===== src/gpi_pkg.sv =====
// Shared constants and types for the pin interrupt and function-select block
package gpi_pkg;

    localparam int unsigned PINS     = 8;
    localparam int unsigned TRIG_PIN = 4;

    // Register byte offsets
    localparam logic [11:0] OFS_SENSE    = 12'h404;
    localparam logic [11:0] OFS_DUAL     = 12'h408;
    localparam logic [11:0] OFS_POL      = 12'h40c;
    localparam logic [11:0] OFS_EN       = 12'h410;
    localparam logic [11:0] OFS_RAW      = 12'h414;
    localparam logic [11:0] OFS_GATED    = 12'h418;
    localparam logic [11:0] OFS_CLR      = 12'h41c;
    localparam logic [11:0] OFS_ALT_FUNCTION_FIELD    = 12'h420;
    localparam logic [11:0] OFS_EVT_STAT = 12'h430;
    localparam logic [11:0] OFS_EVT_MASK = 12'h434;

    // Values after reset
    localparam logic [7:0]  CFG_RST     = 8'h00;
    localparam logic [7:0]  EN_RST      = 8'h00;
    localparam logic [7:0]  RAW_RST     = 8'h00;
    localparam logic [7:0]  ALT_FUNCTION_FIELD_RST_A = 8'h00;
    localparam logic [7:0]  ALT_FUNCTION_FIELD_RST_B = 8'h80;
    localparam logic [7:0]  ALT_FUNCTION_FIELD_RST_C = 8'h0f;
    localparam logic [1:0]  EVT_RST     = 2'h0;
    localparam logic [31:0] RDATA_RST   = 32'h0000_0000;

    // Block event status bit positions
    localparam int unsigned EVT_TRIG   = 0;
    localparam int unsigned EVT_BADACC = 1;

    typedef enum logic [1:0] {
        GPI_PORT_A = 2'h0,
        GPI_PORT_B = 2'h1,
        GPI_PORT_C = 2'h3
    } gpi_port_t;

endpackage


===== src/gpi_regbus_if.sv =====
// Register strobes between the APB slave and the port core
`timescale 1ns/100ps
`default_nettype none
interface gpi_regbus_if;
    logic        wr_stb;
    logic        rd_stb;
    logic [11:0] addr;
    logic [31:0] wdata;
    logic [31:0] rdata;
    logic [31:0] rd_hold;
    logic        addr_ok;

    modport slave (
        output wr_stb, rd_stb, addr, wdata, rd_hold,
        input  rdata, addr_ok
    );
    modport core (
        input  wr_stb, rd_stb, addr, wdata, rd_hold,
        output rdata, addr_ok
    );
endinterface
`default_nettype wire


===== src/gpi_apb_slave.sv =====
// APB slave: one wait-free access phase, read data captured in setup
`timescale 1ns/100ps
`default_nettype none
module gpi_apb_slave
    import gpi_pkg::*;
(
    // Clock and reset
    input  wire logic        pclk,
    input  wire logic        presetn,
    // APB
    input  wire logic        psel,
    input  wire logic        penable,
    input  wire logic        pwrite,
    input  wire logic [11:0] paddr,
    input  wire logic [31:0] pwdata,
    output logic      [31:0] prdata,
    output logic             pready,
    output logic             pslverr,
    // Core side
    gpi_regbus_if.slave      rb
);
    typedef struct packed {
        logic [31:0] rdata;
    } gpi_apb_st_t;

    gpi_apb_st_t q;
    gpi_apb_st_t d;

    // Capturing in setup keeps prdata a flop without a wait state
    always_comb begin
        d = q;
        if (psel && !penable && !pwrite) begin
            d.rdata = rb.rdata;
        end
    end

    always_ff @(posedge pclk or negedge presetn) begin
        if (!presetn) begin
            q <= '{rdata: RDATA_RST};
        end else begin
            q <= d;
        end
    end

    assign rb.wr_stb  = psel && penable && pwrite;
    assign rb.rd_stb  = psel && penable && !pwrite;
    assign rb.addr    = paddr;
    assign rb.wdata   = pwdata;
    assign rb.rd_hold = q.rdata;
    assign prdata     = q.rdata;
    assign pready     = 1'b1;
    assign pslverr    = psel && penable && !rb.addr_ok;
endmodule
`default_nettype wire


===== src/gpi_pin_sync.sv =====
// Pin synchroniser and edge finder for the eight port pins
`timescale 1ns/100ps
`default_nettype none
module gpi_pin_sync
    import gpi_pkg::*;
(
    // Clock and reset
    input  wire logic            pclk,
    input  wire logic            presetn,
    // Pins and results
    input  wire logic [PINS-1:0] pin_in,
    output logic      [PINS-1:0] level,
    output logic      [PINS-1:0] rise,
    output logic      [PINS-1:0] fall
);
    typedef struct packed {
        logic [PINS-1:0] meta;
        logic [PINS-1:0] sync;
        logic [PINS-1:0] prev;
    } gpi_sync_st_t;

    gpi_sync_st_t q;
    gpi_sync_st_t d;

    // Only the second and third stages feed the edge logic
    always_comb begin
        d      = q;
        d.meta = pin_in;
        d.sync = q.meta;
        d.prev = q.sync;
    end

    always_ff @(posedge pclk or negedge presetn) begin
        if (!presetn) begin
            q <= '0;
        end else begin
            q <= d;
        end
    end

    assign level = q.sync;
    assign rise  = q.sync & ~q.prev;
    assign fall  = ~q.sync & q.prev;
endmodule
`default_nettype wire


===== src/gpi_port_core.sv =====
// Pin interrupt back end and function select of one 8-bit port
`timescale 1ns/100ps
`default_nettype none
module gpi_port_core
    import gpi_pkg::*;
#(
    parameter gpi_port_t PORT_ID = GPI_PORT_B
) (
    // Clock and reset
    input  wire logic            pclk,
    input  wire logic            presetn,
    // APB slave
    input  wire logic            psel,
    input  wire logic            penable,
    input  wire logic            pwrite,
    input  wire logic [11:0]     paddr,
    input  wire logic [31:0]     pwdata,
    output logic      [31:0]     prdata,
    output logic                 pready,
    output logic                 pslverr,
    // Pins and function select
    input  wire logic [PINS-1:0] pin_in,
    output logic      [PINS-1:0] alt_function_sel,
    // Interrupts
    output logic      [PINS-1:0] pin_int,
    output logic                 combined_pin_irq,
    output logic                 block_irq,
    // Converter trigger
    input  wire logic            converter_trigger_select,
    output logic                 conv_ext_trigger,
    output logic                 conv_start
);

    typedef struct packed {
        logic [PINS-1:0] sense;
        logic [PINS-1:0] dual;
        logic [PINS-1:0] pol;
        logic [PINS-1:0] en;
        logic [PINS-1:0] raw;
        logic [PINS-1:0] alt_function_field;
        logic [1:0]      evt;
        logic [1:0]      evt_mask;
        logic            trig;
        logic            start;
    } gpi_core_st_t;

    gpi_core_st_t q;
    gpi_core_st_t d;

    gpi_regbus_if rb ();

    logic [PINS-1:0] level;
    logic [PINS-1:0] rise;
    logic [PINS-1:0] fall;
    logic [PINS-1:0] lvl_hit;
    logic [PINS-1:0] edge_hit;
    logic [PINS-1:0] clr;
    logic [1:0]      evt_set;
    logic [1:0]      evt_rdclr;
    logic            new_hit;
    logic            bad_acc;

    gpi_apb_slave u_apb (
        .pclk    (pclk),
        .presetn (presetn),
        .psel    (psel),
        .penable (penable),
        .pwrite  (pwrite),
        .paddr   (paddr),
        .pwdata  (pwdata),
        .prdata  (prdata),
        .pready  (pready),
        .pslverr (pslverr),
        .rb      (rb)
    );

    gpi_pin_sync u_sync (
        .pclk    (pclk),
        .presetn (presetn),
        .pin_in  (pin_in),
        .level   (level),
        .rise    (rise),
        .fall    (fall)
    );

    function automatic logic [7:0] alt_function_field_rst(input gpi_port_t p);
        unique case (p)
            GPI_PORT_B: alt_function_field_rst = ALT_FUNCTION_FIELD_RST_B;
            GPI_PORT_C: alt_function_field_rst = ALT_FUNCTION_FIELD_RST_C;
            default:    alt_function_field_rst = ALT_FUNCTION_FIELD_RST_A;
        endcase
    endfunction

    function automatic logic pin_edge(input logic dual, input logic pol,
                                      input logic up, input logic down);
        pin_edge = dual ? (up | down) : (pol ? up : down);
    endfunction

    function automatic logic addr_known(input logic [11:0] a);
        addr_known = (a >= OFS_SENSE && a <= OFS_ALT_FUNCTION_FIELD && a[1:0] == 2'b00)
                  || a == OFS_EVT_STAT || a == OFS_EVT_MASK;
    endfunction

    function automatic logic [31:0] reg_read(input logic [11:0] a,
                                             input gpi_core_st_t s);
        logic [7:0] v;
        v = 8'h00;
        case (a)
            OFS_SENSE:    v = s.sense;
            OFS_DUAL:     v = s.dual;
            OFS_POL:      v = s.pol;
            OFS_EN:       v = s.en;
            OFS_RAW:      v = s.raw;
            OFS_GATED:    v = s.raw & s.en;
            OFS_ALT_FUNCTION_FIELD:    v = s.alt_function_field;
            OFS_EVT_STAT: v = {6'h00, s.evt};
            OFS_EVT_MASK: v = {6'h00, s.evt_mask};
            default:      v = 8'h00;
        endcase
        // Upper bits always read zero
        // reserved bits zero
        reg_read = {24'h00_0000, v};
    endfunction

    // Per-pin detectors
    genvar gi;
    generate
        for (gi = 0; gi < PINS; gi++) begin : g_pin
            assign lvl_hit[gi] = level[gi] == q.pol[gi];
            assign edge_hit[gi] = pin_edge(q.dual[gi], q.pol[gi],
                                           rise[gi], fall[gi]);
        end
    endgenerate

    assign clr = (rb.wr_stb && rb.addr == OFS_CLR) ? rb.wdata[7:0] : 8'h00;

    // A fresh detection on the trigger pin, not a level still held
    assign new_hit = q.sense[TRIG_PIN] ? (lvl_hit[TRIG_PIN] & ~q.raw[TRIG_PIN])
                                       : edge_hit[TRIG_PIN];

    assign bad_acc   = (rb.wr_stb || rb.rd_stb) && !rb.addr_ok;
    assign evt_rdclr = (rb.rd_stb && rb.addr == OFS_EVT_STAT) ? rb.rd_hold[1:0]
                                                              : 2'h0;

    always_comb begin
        d       = q;
        d.trig  = 1'b0;
        d.start = 1'b0;

        // Writes take effect only at the completing access edge
        // upper write bits dropped
        if (rb.wr_stb) begin
            case (rb.addr)
                OFS_SENSE:    d.sense    = rb.wdata[7:0];
                OFS_DUAL:     d.dual     = rb.wdata[7:0];
                OFS_POL:      d.pol      = rb.wdata[7:0];
                OFS_EN:       d.en       = rb.wdata[7:0];
                OFS_ALT_FUNCTION_FIELD:    d.alt_function_field    = rb.wdata[7:0];
                OFS_EVT_MASK: d.evt_mask = rb.wdata[1:0];
                default:      d.evt_mask = q.evt_mask;
            endcase
        end

        // raw ignores enable mask
        // A new edge in the clearing cycle survives: the set wins
        d.raw = (q.sense & lvl_hit) | (~q.sense & ((q.raw & ~clr) | edge_hit));

        if (PORT_ID == GPI_PORT_B) begin
            d.trig = q.en[TRIG_PIN] & new_hit;
        end
        d.start = d.trig & converter_trigger_select;

        // Read clears only the bits that software actually saw
        evt_set = 2'h0;
        evt_set[EVT_TRIG]   = d.trig;
        evt_set[EVT_BADACC] = bad_acc;
        d.evt = (q.evt & ~evt_rdclr) | evt_set;
    end

    always_ff @(posedge pclk or negedge presetn) begin
        if (!presetn) begin
            q.sense    <= CFG_RST;
            q.dual     <= CFG_RST;
            q.pol      <= CFG_RST;
            q.en       <= EN_RST;
            q.raw      <= RAW_RST;
            q.alt_function_field    <= alt_function_field_rst(PORT_ID);
            q.evt      <= EVT_RST;
            q.evt_mask <= EVT_RST;
            q.trig     <= 1'b0;
            q.start    <= 1'b0;
        end else begin
            q <= d;
        end
    end

    assign rb.rdata   = reg_read(rb.addr, q);
    assign rb.addr_ok = addr_known(rb.addr);

    assign pin_int          = q.raw & q.en;
    assign combined_pin_irq = |(q.raw & q.en);
    assign alt_function_sel = q.alt_function_field;
    assign conv_ext_trigger = q.trig;
    assign conv_start       = q.start;
    assign block_irq        = |(q.evt & q.evt_mask);
endmodule
`default_nettype wire


===== config.mk =====
export PLATFORM = sky130hd
export DESIGN_NAME = gpi_port_core
export DESIGN_NICKNAME = d
export VERILOG_FILES = /design/src/gpi_pkg.sv /design/src/gpi_regbus_if.sv /design/src/gpi_apb_slave.sv /design/src/gpi_pin_sync.sv /design/src/gpi_port_core.sv
export SDC_FILE = /design/constraint.sdc
export NUM_CORES = 1
export LEC_CHECK = 0
export BUFFER_PORTS_ARGS = -buffer_cell sky130_fd_sc_hd__buf_4
export CORE_MARGIN = 5
export CORE_UTILIZATION = 40
export DETAILED_ROUTE_END_ITERATION = 16
export SLEW_MARGIN = 20
export SYNTH_ARGS = -nofsm -noshare
export SYNTH_HDL_FRONTEND = slang
export SYNTH_SLANG_ARGS = --single-unit

===== constraint.sdc =====
create_clock -name pclk -period 1.9 [get_ports pclk]
set_input_delay 0.095 -clock pclk [delete_from_list [all_inputs] [get_ports pclk]]
set_output_delay 0.095 -clock pclk [all_outputs]
set_load 0.005 [all_outputs]

**Yosys cells after proc, flatten, opt, wreduce, memory -nomap -nowiden**

Cells that the tools add are included.

- $lt $le $gt $ge: 2
- Mux-type cells: 20
- Equality and inequality tests: 18
- Bitwise gates (word level): 28
- Reductions and logical operators: 26

Operators with widths:

| kind | number |
|---|---|
| $eq A12 B11 Y1 const B | 10 |
| $pmux W8 S9 | 1 |
| $and A8 B8 Y8 | 6 |
| $not A8 Y8 | 4 |
| $mux W1 | 17 |
| $or A8 B8 Y8 | 2 |
| $ge A12 B11 Y1 const B | 1 |
| $le A12 B11 Y1 const B | 1 |
| $reduce_and A2 Y1 | 6 |
| $logic_and A1 B1 Y1 | 11 |
| $eq A1 B1 Y1 | 8 |
| $mux W8 | 1 |
| $or A1 B1 Y1 | 8 |
| $reduce_or A8 Y1 | 1 |
| $and A2 B2 Y2 | 2 |
| $and A1 B1 Y1 | 3 |
| $logic_not A1 Y1 | 3 |
| $logic_or A1 B1 Y1 | 3 |
| $logic_not A2 Y1 | 1 |
| $mux W2 | 1 |
| $not A2 Y2 | 1 |
| $or A2 B2 Y2 | 1 |
| $reduce_or A2 Y1 | 1 |
| $not A1 Y1 | 1 |

- Logic and storage cells: 108
- Flip-flop bits (word level): 86

**Depth between registers and ports, before layout**

Gate-level depths: netlist of the first run.

- Depth after elaboration: 9
- Gate-level depth with buffers: 7
- Mapped depth without buffers: 7

**Hierarchy**

Synthesis of the first run repeated with hierarchy kept, for this count alone.

- Cells, all modules: 513
- Area total of the unflattened synthesis: 5851.9 sq um

Modules (own cells, without submodules):

| module | cells an instance | sequential area each (sq um) | instances | area each (sq um) |
|---|---|---|---|---|
| gpi_port_core | 315 | 1352.5 | 1 | 3238.1 |
| gpi_apb_slave | 150 | 800.8 | 1 | 1813.0 |
| gpi_pin_sync | 48 | 600.6 | 1 | 800.8 |

**Worst setup path before layout of the first run**

No wires, ideal clock.

- Kind: input to register
- From: input paddr[0]
- To: register q[38] (netlist bit)
- Data arrival time: 1600 ps
- Path buffers: 2
- Setup time: 125 ps
- Cell stages on the path: 5
- Path slack: 176 ps
- Data required time: 1775 ps
- Path through: buf_2 -> or4_1 -> buf_2 -> nor4_4 -> mux2_2

- Word-level cells in the longest chain between the ends: 2

Ends and longest elaborated chain:

| item | line | source |
|---|---|---|
| start: declaration | gpi_port_core.sv:16 | `input wire logic [11:0] paddr,` |
| $eq A12 B11 Y1 | gpi_port_core.sv:153 | `case (rb.addr)` |
| $reduce_and A2 Y1 (no source line) | - |  |
| end: declaration | gpi_port_core.sv:47 | `gpi_core_st_t q;` |

No other way between the ends.
A chain may end at the register's enable or synchronous reset.

**Final worst setup path of the first run**

- From: register q[23] (netlist bit)
- To: output combined_pin_irq

- Word-level cells in the longest chain between the ends: 2

Ends and longest elaborated chain:

| item | line | source |
|---|---|---|
| $and A8 B8 Y8 | gpi_port_core.sv:201 | `assign combined_pin_irq = \|(q.raw & q.en);` |
| $reduce_or A8 Y1 | gpi_port_core.sv:201 |  |
| end: declaration | gpi_port_core.sv:26 | `output logic combined_pin_irq,` |

No other way between the ends.

==> results of run 1 <==
==> cells in the final DEF (no fill, tap or decap), types with 3 or more instances in the layout <==
master,instances
nor2b_1,14
a32oi_1,3
nor4_4,3
nand3_1,6
a21o_1,3
o31a_1,7
nor3_1,6
o22a_1,3
dfrtp_1,85
mux2i_1,5
ha_1,16
nor4_1,4
clkbuf_16,9
o21ai_0,13
o22ai_1,3
a22o_1,3
inv_1,21
and2_1,9
a211oi_1,10
buf_4,93
a21oi_1,13
mux2_2,43
nand3b_1,5
conb_1,25
nor2_1,7
nand2b_1,5
nand2_1,31
a21boi_0,8
a22oi_1,4
xor2_1,7
clkbuf_8,3
dlygate4sd3_1,10
==> worst max-delay path by stage <==
stage	endpoint	from	cells after the start
after global routing	combined_pin_irq	q[27]	4
after global placement	q[23]	paddr[11]	7
after detailed placement	q[39]	paddr[11]	7
after CTS	combined_pin_irq	q[15]	4
final	combined_pin_irq	q[23]	4
after floorplan	q[38]	paddr[0]	5
==> stage by stage <==
step                      setup TNS (ns)  cells  instance area [um2]  power, uW  setup slack, ns
after floorplan                        0    445                 4730       2080            0.176
after global placement                 0    633                 5300       2210           0.0699
after detailed placement               0    633                 5300       2210           0.0413
after CTS                         -0.186    662                 5730       3930           -0.186
after global routing              -0.234    662                 5730       4040           -0.234
final                             -0.179    662                 5730       3880           -0.179
==> cell families after synthesis <==
logic type	synth area share, %
AND/OR/NAND/NOR	15.2
flip-flops	46.4
other	0.162
buffers and inverters	8.46
AO/OA/AOI/OAI	12.3
multiplexers	11.5
XOR/XNOR	1.70
adder cells (fa/ha/maj)	4.31
==> worst max-delay path, cell delays in order, from the launching register on <==
cell and delay [ns]:
dfrtp_1 0.39, and2_4 0.15, or4_4 0.51, or4_4 0.45, buf_6 0.14
==> metal layers <==
layer	routed length [um]	GRT usage, %	part of all wire, %	up-vias
li1	-	-	-	1635
met1	5020	21.7	46	1658
met2	5030	25.0	46	98
met3	728	3.41	6.6	13
met4	208	6.59	1.9	0
met5	0	0	0	-
==> state kept, by name (all words and copies together), names as in the netlist <==
name,flops
alt_function_sel,8
conv_ext_trigger,1
conv_start,1
q,44
u_apb.prdata,8
u_sync.d,8
u_sync.level,8
u_sync.q,8
==> cell type report <==
cell class	instances	area, um2	area share [%]
clock buffers	14	274	4.78
clock inverters	2	15.0	0.262
inverters	21	78.8	1.38
flip-flops and latches	86	2150	37.6
multi-input cells	291	2200	38.4
well taps	143	179	3.12
repair buffers	105	830	14.5
==> what timing repair did <==
action	CTS	global route
gates resized for setup	5	0
hold endpoints to repair	37	0
pin swaps	1	0
endpoints found under the setup margin	1	1
hold buffers	10	0
buffers inserted	3	0
==> power by group through the flow <==
stage | Clock [uW] | Combinational, uW | Sequential, uW
finish | 1690 | 316 | 1880
global route | 1800 | 355 | 1880
CTS | 1730 | 318 | 1880
detailed placement | 0 | 299 | 1910
global placement | 0 | 296 | 1910
floorplan | 0 | 177 | 1910
==> results.md, run 1 <==
* Outcome: complete, but fails checks
* Violations in the final reports: setup timing
* Post-synth EDFFs at 0
* Largest net degree at the start of global routing at between 50 and 60
* Comb pwr share at around 8%
* Critical setup path kind: flip-flop to output port
* Worst EP arrival at 1.98 ns
* I/O pin count at 112
* Unique masters post-synth at 58
* Die Width at between 100 and 150 um
* Worst Hold Path Cells at 2
* CP Launch Type: flip-flop
* Sw frac at 23.0%
* Initial antenna violation count at 0
* Ys flop type: dfrtp_1
* Area contributors post-synth: dfrtp_1 46%, mux2_2 10%, buf_4 5.3%, ha_1 4.3%, nand2_1 2.5%
* Final Hold Slack at 0.0337 ns
* Crit path max fanout at 2
* Seq/Total Area, Yosys at a little under half
* Drt pass-1 iters at 4
* Die Span Y at around 120 um
* Clk_lat worst skew at 0.34 ns
* R2R Path End: conv_start
* Unrepaired setup endpoints after global routing: yes
* Period utilisation layout at 109%
* Post-layout util at 50.2%
* Row count at 39
* Leak at 0.00275 uW
* N_diodes at 0
* Syn Area/Cell at about 11 um2
* First-pass GRT wire length at 17,700 um
* Final HPWL DP at between 8000 and 9000 um
* WL/cell at about 17 um
* FF-to-FF path depth at 7
* Post-layout min period at 2.08 ns
* Via count at 3,404
* Layout area overhead at 23.3%
* Commonest cells in the netlist: 85 x dfrtp_1, 43 x mux2_2, 33 x buf_4
* Die Area at between 10,000 and 15,000 um2
* Synth Instances at 422
* CTS max path bufs at 2
* Hold endpoint: q[51]
* Vias in the first global route at around 3,400
* CP endpoint kind: output port
* # setup viols final at 1
* #FFs+latches synth at between 80 and 90
* Pwr dens at 678 nW/um2
* Post-Syn Area at approximately 4600 um2
* Share of layout cells above drive strength 1 at approximately a third
* Sequential share of power at 48.4%
* R2r startpoint: u_sync.level[4]
* VDD IR max at ~0.00033 V
* Slew headroom at approximately 64%
* CTS Sinks at between 80 and 90
* Critical Path RT at around 1.8 ns
* Maxcap violations at 0
* TritonCTS clock tree: done
* Highest Clock Rate at a little under 500 MHz
* Worst Clk Skew at 0.00711 ns
* Share of the synthesized area in the top cell type at between 40% and 50%
* Hold Startpoint: pwdata[5]
* Cell Int Power at roughly 3000 uW
* Cell with the most instances after synthesis: dfrtp_1
* RePlAce Congestion at roughly 0.86
* GRT overflow at 0
* # fillers at just over 1,000
* Via density at 5.14
* Routed wire length at ~11,000 um
* Final hold vios at 0
* First DRT Iteration DRCs at roughly 140
* Cell taking the most area after synthesis: dfrtp_1
* Clock share of power at about 44%
* H-tree Lvls at 3
* R2R Setup Slk at ~0.26 ns
* Psw at 891 uW
* ANT nets after route at 0
* Remaining DRCs at 0
* GR Util All Layers at between 10% and 20%
* Placeable Area at approximately 11,000 um2
* Nets at a little under 600
* Setup ws final at -0.179 ns
* Clk root buf: clkbuf_16
* Yosys Warn Count at 0
* Worst-margin pin slew at 0.535 ns
* Max-slew violation count at 0
* Port Buffers at 62
* Clock Pin Slew Worst Setup and Hold Paths at 0.06 ns
* Async SR Flop Fraction at 100%
* TritonCTS Buffers at 9
* Initial Utilization at 40.7%
* Min-Delay Path Class: input port to flip-flop
(Power assumes the default switching activity.)
==> run 2: changes to the inputs <==
SKIP_CTS_REPAIR_TIMING = 1   (was not set)
==> run 2 against run 1 <==
  * Sequential power hardly changed
  * The flow still finishes with violations (setup timing)
  * Largest cell class unchanged
  * First-iteration DRC count is 0.70% higher
  * Core utilization is 0.088 points higher
  * Power hardly changed
  * Via count is 0.85% lower
  * Fmax is 0.42% higher
  * Worst setup slack better by 0.0087 ns
  * Final cell count is 0.15% higher
==> results.md, run 2 (synthesis gave the netlist of run 1 again) <==
* Outcome: complete, but fails checks
* Violations in the final reports: setup timing
* Slew headroom at between 60% and 70%
* Slowest cell on the critical path: or4_4
* CP Launch Type: flip-flop
* Cells along the critical path: and2_4 -> or4_4 -> or4_4 -> buf_6
* Layout area overhead at 23.5%
* ANT nets after route at 0
* Nets at a little under 600
* # setup viols final at 1
* Worst-margin pin slew at roughly 0.53 ns
* CP endpoint kind: output port
* Reg area at around 2200 um2
* Via density at slightly above 5
* Critical Path Max Stage Delay at around 0.52 ns
* Post-layout util at approximately half
* Max FFs per register at between 40 and 50
* Die Area at roughly 14,000 um2
* Period utilisation layout at 109%
* Final Hold Slack at approximately 0.033 ns
* Share of layout cells above drive strength 1 at approximately a third
* Drt pass-1 iters at 4
* Highest Clock Rate at just under 500 MHz
* Hold Startpoint: pwdata[4]
* Met1 usage at a little over a fifth
* Placeable Area at about 11,000 um2
* Biggest register: q
* CP dominant cell by count: or4_4
* First DRT Iteration DRCs at 143
* Critical setup path kind: flip-flop to output port
* Critical Path RT at about 1.8 ns
* R2r startpoint: u_sync.level[4]
* GRT overflow at 0
* # fillers at just over 1,000
* CTS max path bufs at 2
* Final HPWL DP at 8380 um
* Setup ws final at -0.170 ns
* TritonCTS Buffers at 9
* Worst Clk Skew at ~0.0071 ns
* GR Util All Layers at between 10% and 20%
* Crit path launch: q[27]
* Routing usage on met3 at between 3 and 4%
* TritonCTS clock tree: done
* Initial Utilization at ~40%
* Clk_lat worst skew at ~0.34 ns
* I/O pin count at 112
* Die Span Y at between 100 and 150 um
* WL/cell at around 17 um
* Clock Pin Slew Worst Setup and Hold Paths at 0.06 ns
* Maxcap violations at 0
* Worst EP arrival at roughly 2.0 ns
* CTS Sinks at between 80 and 90
* Leak at between 0.002 and 0.003 uW
* Gr busiest metal: met2
* Leading cell type in the layout, fill and taps excluded: buf_4
* Via count at 3,375
* First-pass GRT wire length at ~17,000 um
* Largest net degree at the start of global routing at 59
* Die Width at 118 um
* Port Buffers at between 60 and 70
* Buffers & Inverters on Critical Path at 1
* Most frequent cells in the layout: 94 x buf_4, 85 x dfrtp_1, 43 x mux2_2
* RePlAce Congestion at around 0.86
* Met2 Resource Use GR at 24.3%
* Unrepaired setup endpoints after global routing: yes
* N_diodes at 0
* CP top delay family: simple AND/OR/NAND/NOR gates
* Final hold vios at 0
* Routed wire length at 11,000 um
* Remaining DRCs at 0
* H-tree Lvls at 3
* Vias in the first global route at 3,296
* Clk root buf: clkbuf_16
* Initial antenna violation count at 0
* Post-layout min period at 2.07 ns
* Max-slew violation count at 0
* Min-Delay Path Class: input port to flip-flop
* VDD IR max at 0.000325 V
* Pwr dens at 677 nW/um2
* Crit path max fanout at 3
* Row count at 39
* Area of the multi-input gates at ~2200 um2
run 2: cell count changes in the layout (fill, tap and decap cells not counted), sizes merged:
| cell | change |
|---|---|
| buf | +1 |
run 2: where the power goes:
part	switching (uW)	total [uW]	internal [uW]
sequential	19.1	1880	1860
combinational	181	317	137
clock	693	1690	994
run 2: cell type report:
class,instances,area share [%]
clock buffers,14,4.78
clock inverters,2,0.262
inverters,21,1.37
multi-input cells,291,38.4
flip-flops and latches,86,37.5
well taps,143,3.12
repair buffers,106,14.6
run 2: final timing paths:
kind / to / slack [ns] / depth (start not counted)
min in group asynchronous: u_sync.d[8] / 0.22 / 2
max in group asynchronous: alt_function_sel[7] / 1.01 / 3
hold reg to reg: u_sync.level[5] / 0.35 / 0
hold / removal: q[34] / 0.03 / 2
setup reg to reg: conv_start / 0.26 / 7
setup / recovery: combined_pin_irq / -0.17 / 4
run 2: metal layers:
| layer | wire length [um] | share of wire, % |
|---|---|---|
| met3 | 688 | 6.2 |
| met5 | 0 | 0 |
| met4 | 215 | 1.9 |
| met1 | 5150 | 47 |
| met2 | 4990 | 45 |
run 2: stage by stage:
stage / cells / power [uW] / TNS, ns / instance area [um2] / setup slack [ns]
3_5_place_dp: 633 / 2210 / 0 / 5300 / 0.0413
2_1_floorplan: 445 / 2080 / 0 / 4730 / 0.176
6_report: 663 / 3880 / -0.170 / 5740 / -0.170
5_1_grt: 663 / 4040 / -0.227 / 5740 / -0.227
3_3_place_gp: 633 / 2210 / 0 / 5300 / 0.0699
4_1_cts: 649 / 3910 / -0.332 / 5590 / -0.332
run 2: worst reg2reg max path: stages (launching register included):
cell and delay, ns:
dfrtp_1 0.40, inv_1 0.06, ha_1 0.18, nor2b_1 0.12, a211oi_1 0.24, a211oi_1 0.10
o21a_1 0.24, and2_1 0.17
==> run 3: changes to the inputs <==
SETUP_SLACK_MARGIN = 0.2   (was not set)
==> run 3 against run 2 <==
  * The flow still finishes with violations (setup timing)
  * Combinational power increased by 2%
  * Worst setup slack got worse by 0.029 ns
  * Register-to-register slack improved by 0.06 ns
  * Routed wire length increased by 1.3%
  * Hold slack got worse by 0.0044 ns
  * Highest routed layer unchanged
==> results.md, run 3 (synthesis gave the netlist of run 1 again) <==
* Post-Route Setup TNS at -0.199 ns
* CP Launch Type: flip-flop
* Share of layout cells above drive strength 1 at 32.3%
* ANT nets after route at 0
* Slowest cell on the critical path: or4_4
* Initial Utilization at between 40% and 50%
* CTS max path bufs at 2
* Cell Int Power at approximately 3200 uW
* Die Width at approximately 120 um
* Drt pass-1 iters at 4
* Comb pwr share at roughly 8%
* TritonCTS Buffers at 9
* VDD IR max at 0.000457 V
* Most frequent cells in the layout: 94 x buf_4, 85 x dfrtp_1, 43 x mux2_2
* Row count at 39
* Final HPWL DP at about 8500 um
* Min-Delay Path Class: input port to flip-flop
* Nets at 589
* Crit path max fanout at 4
* Sw frac at between 20 and 25%
* H-tree Lvls at 3
* Largest net degree at the start of global routing at 74
* Clock Pin Slew Worst Setup and Hold Paths at about 0.060 ns
* First-pass GRT wire length at ~18,000 um
* Critical setup path kind: flip-flop to output port
* Setup ws final at -0.199 ns
* Max-slew violation count at 0
* Critical Path RT at approximately 1.8 ns
* Maxcap violations at 0
* Initial antenna violation count at 0
* GRT overflow at 0
* Clk_lat worst skew at about 0.34 ns
* Post-layout util at between 50% and 60%
* Period utilisation layout at 110%
* Final hold vios at 0
* Unrepaired setup endpoints after global routing: yes
* Placeable Area at between 10,000 and 15,000 um2
* Port Buffers at between 60 and 70
* RePlAce Congestion at about 0.86
* Vias in the first global route at 3,412
* N_diodes at 0
* # fillers at ~1,100
* Buffers & Inverters on Critical Path at 1
* WL/cell at ~17 um
* Die Span Y at 118 um
* GR Util All Layers at between 15 and 20%
* Via density at slightly above 5
* Critical Path Max Stage Delay at between 0.4 and 0.5 ns
* Worst Clk Skew at 0.00881 ns
* First DRT Iteration DRCs at around 150
* Via count at about 3,400
* Slew headroom at 64.8%
* TritonCTS clock tree: done
* Highest Clock Rate at ~480 MHz
* CP top delay family: simple AND/OR/NAND/NOR gates
* Biggest register: q
* Die Area at 13,900 um2
* CTS Sinks at 86
* CP dominant cell by count: or4_4
* Sequential share of power at a little under half
* Remaining DRCs at 0
* Outcome: complete, but fails checks
* Clk root buf: clkbuf_16
* Leak at around 0.0028 uW
* # setup viols final at 1
* DP Worst Slack at around 0.021 ns
* Worst EP arrival at ~2.0 ns
* I/O pin count at ~110
* Cells along the critical path: and2_1 -> or4_4 -> or4_4 -> buf_6
* Max FFs per register at 44
* Clock share of power at ~46%
* Worst-margin pin slew at 0.520 ns
* Routed wire length at between 10,000 and 15,000 um
* Psw at between 800 and 900 uW
* Layout area overhead at 23.9%
* Post-layout min period at roughly 2.1 ns
* Violations in the final reports: setup timing
* Pwr dens at roughly 700 nW/um2
* CP endpoint kind: output port
* Leading cell type in the layout, fill and taps excluded: buf_4
[run 3: layout make-up]
class	count	area, um2	share of cell area, %
Tap cell	143	179	3.11
Clock inverter	2	60.1	1.04
Sequential cell	86	2150	37.4
Inverter	21	78.8	1.37
Timing Repair Buffer	106	837	14.5
Multi-Input combinational cell	291	2210	38.3
Clock buffer	14	244	4.24
[run 3: power by group through the flow]
stage               Sequential, uW  Combinational [uW]  Clock, uW
floorplan                     1910                 177          0
finish                        1880                 324       1840
global placement              1910                 296          0
detailed placement            1910                 304          0
CTS                           1880                 305       1880
global route                  1880                 363       1970
[run 3: final timing paths]
| path | start | end | slack (ns) | cells after the start |
|---|---|---|---|---|
| worst min-delay path | pwdata[5] | q[35] | 0.03 | 2 |
| max in group asynchronous | presetn | alt_function_sel[7] | 1.11 | 3 |
| worst max-delay path | q[21] | combined_pin_irq | -0.20 | 4 |
| min in group asynchronous | presetn | q[17] | 0.14 | 2 |
| worst max register to register | u_sync.level[4] | conv_start | 0.32 | 7 |
| worst min register to register | u_sync.d[11] | u_sync.level[3] | 0.35 | 0 |
[run 3: metrics by stage]
step	hold WS, ns	area (um2)	cells	total power [uW]
3_5_place_dp	-0.0346	5310	634	2220
2_1_floorplan	-0.201	4730	445	2080
3_3_place_gp	-0.0403	5310	634	2210
6_report	0.0288	5760	663	4040
4_1_cts	-0.410	5610	650	4060
5_1_grt	0.0209	5760	663	4220
[run 3: worst reg2reg max path, stage by stage, from the launching register on]
cell      delay (ns)
dfrtp_1         0.39
inv_1           0.06
ha_1            0.18
nor2b_1         0.13
a211oi_2        0.23
a211oi_2        0.08
o21a_1          0.24
and2_1          0.16
[run 3: layer usage]
layer / global-route usage [%] / wire length (um)
met2: 25.3 / 5160
met3: 5.19 / 807
met1: 21.6 / 5070
met4: 5.45 / 149
met5: 0 / 0
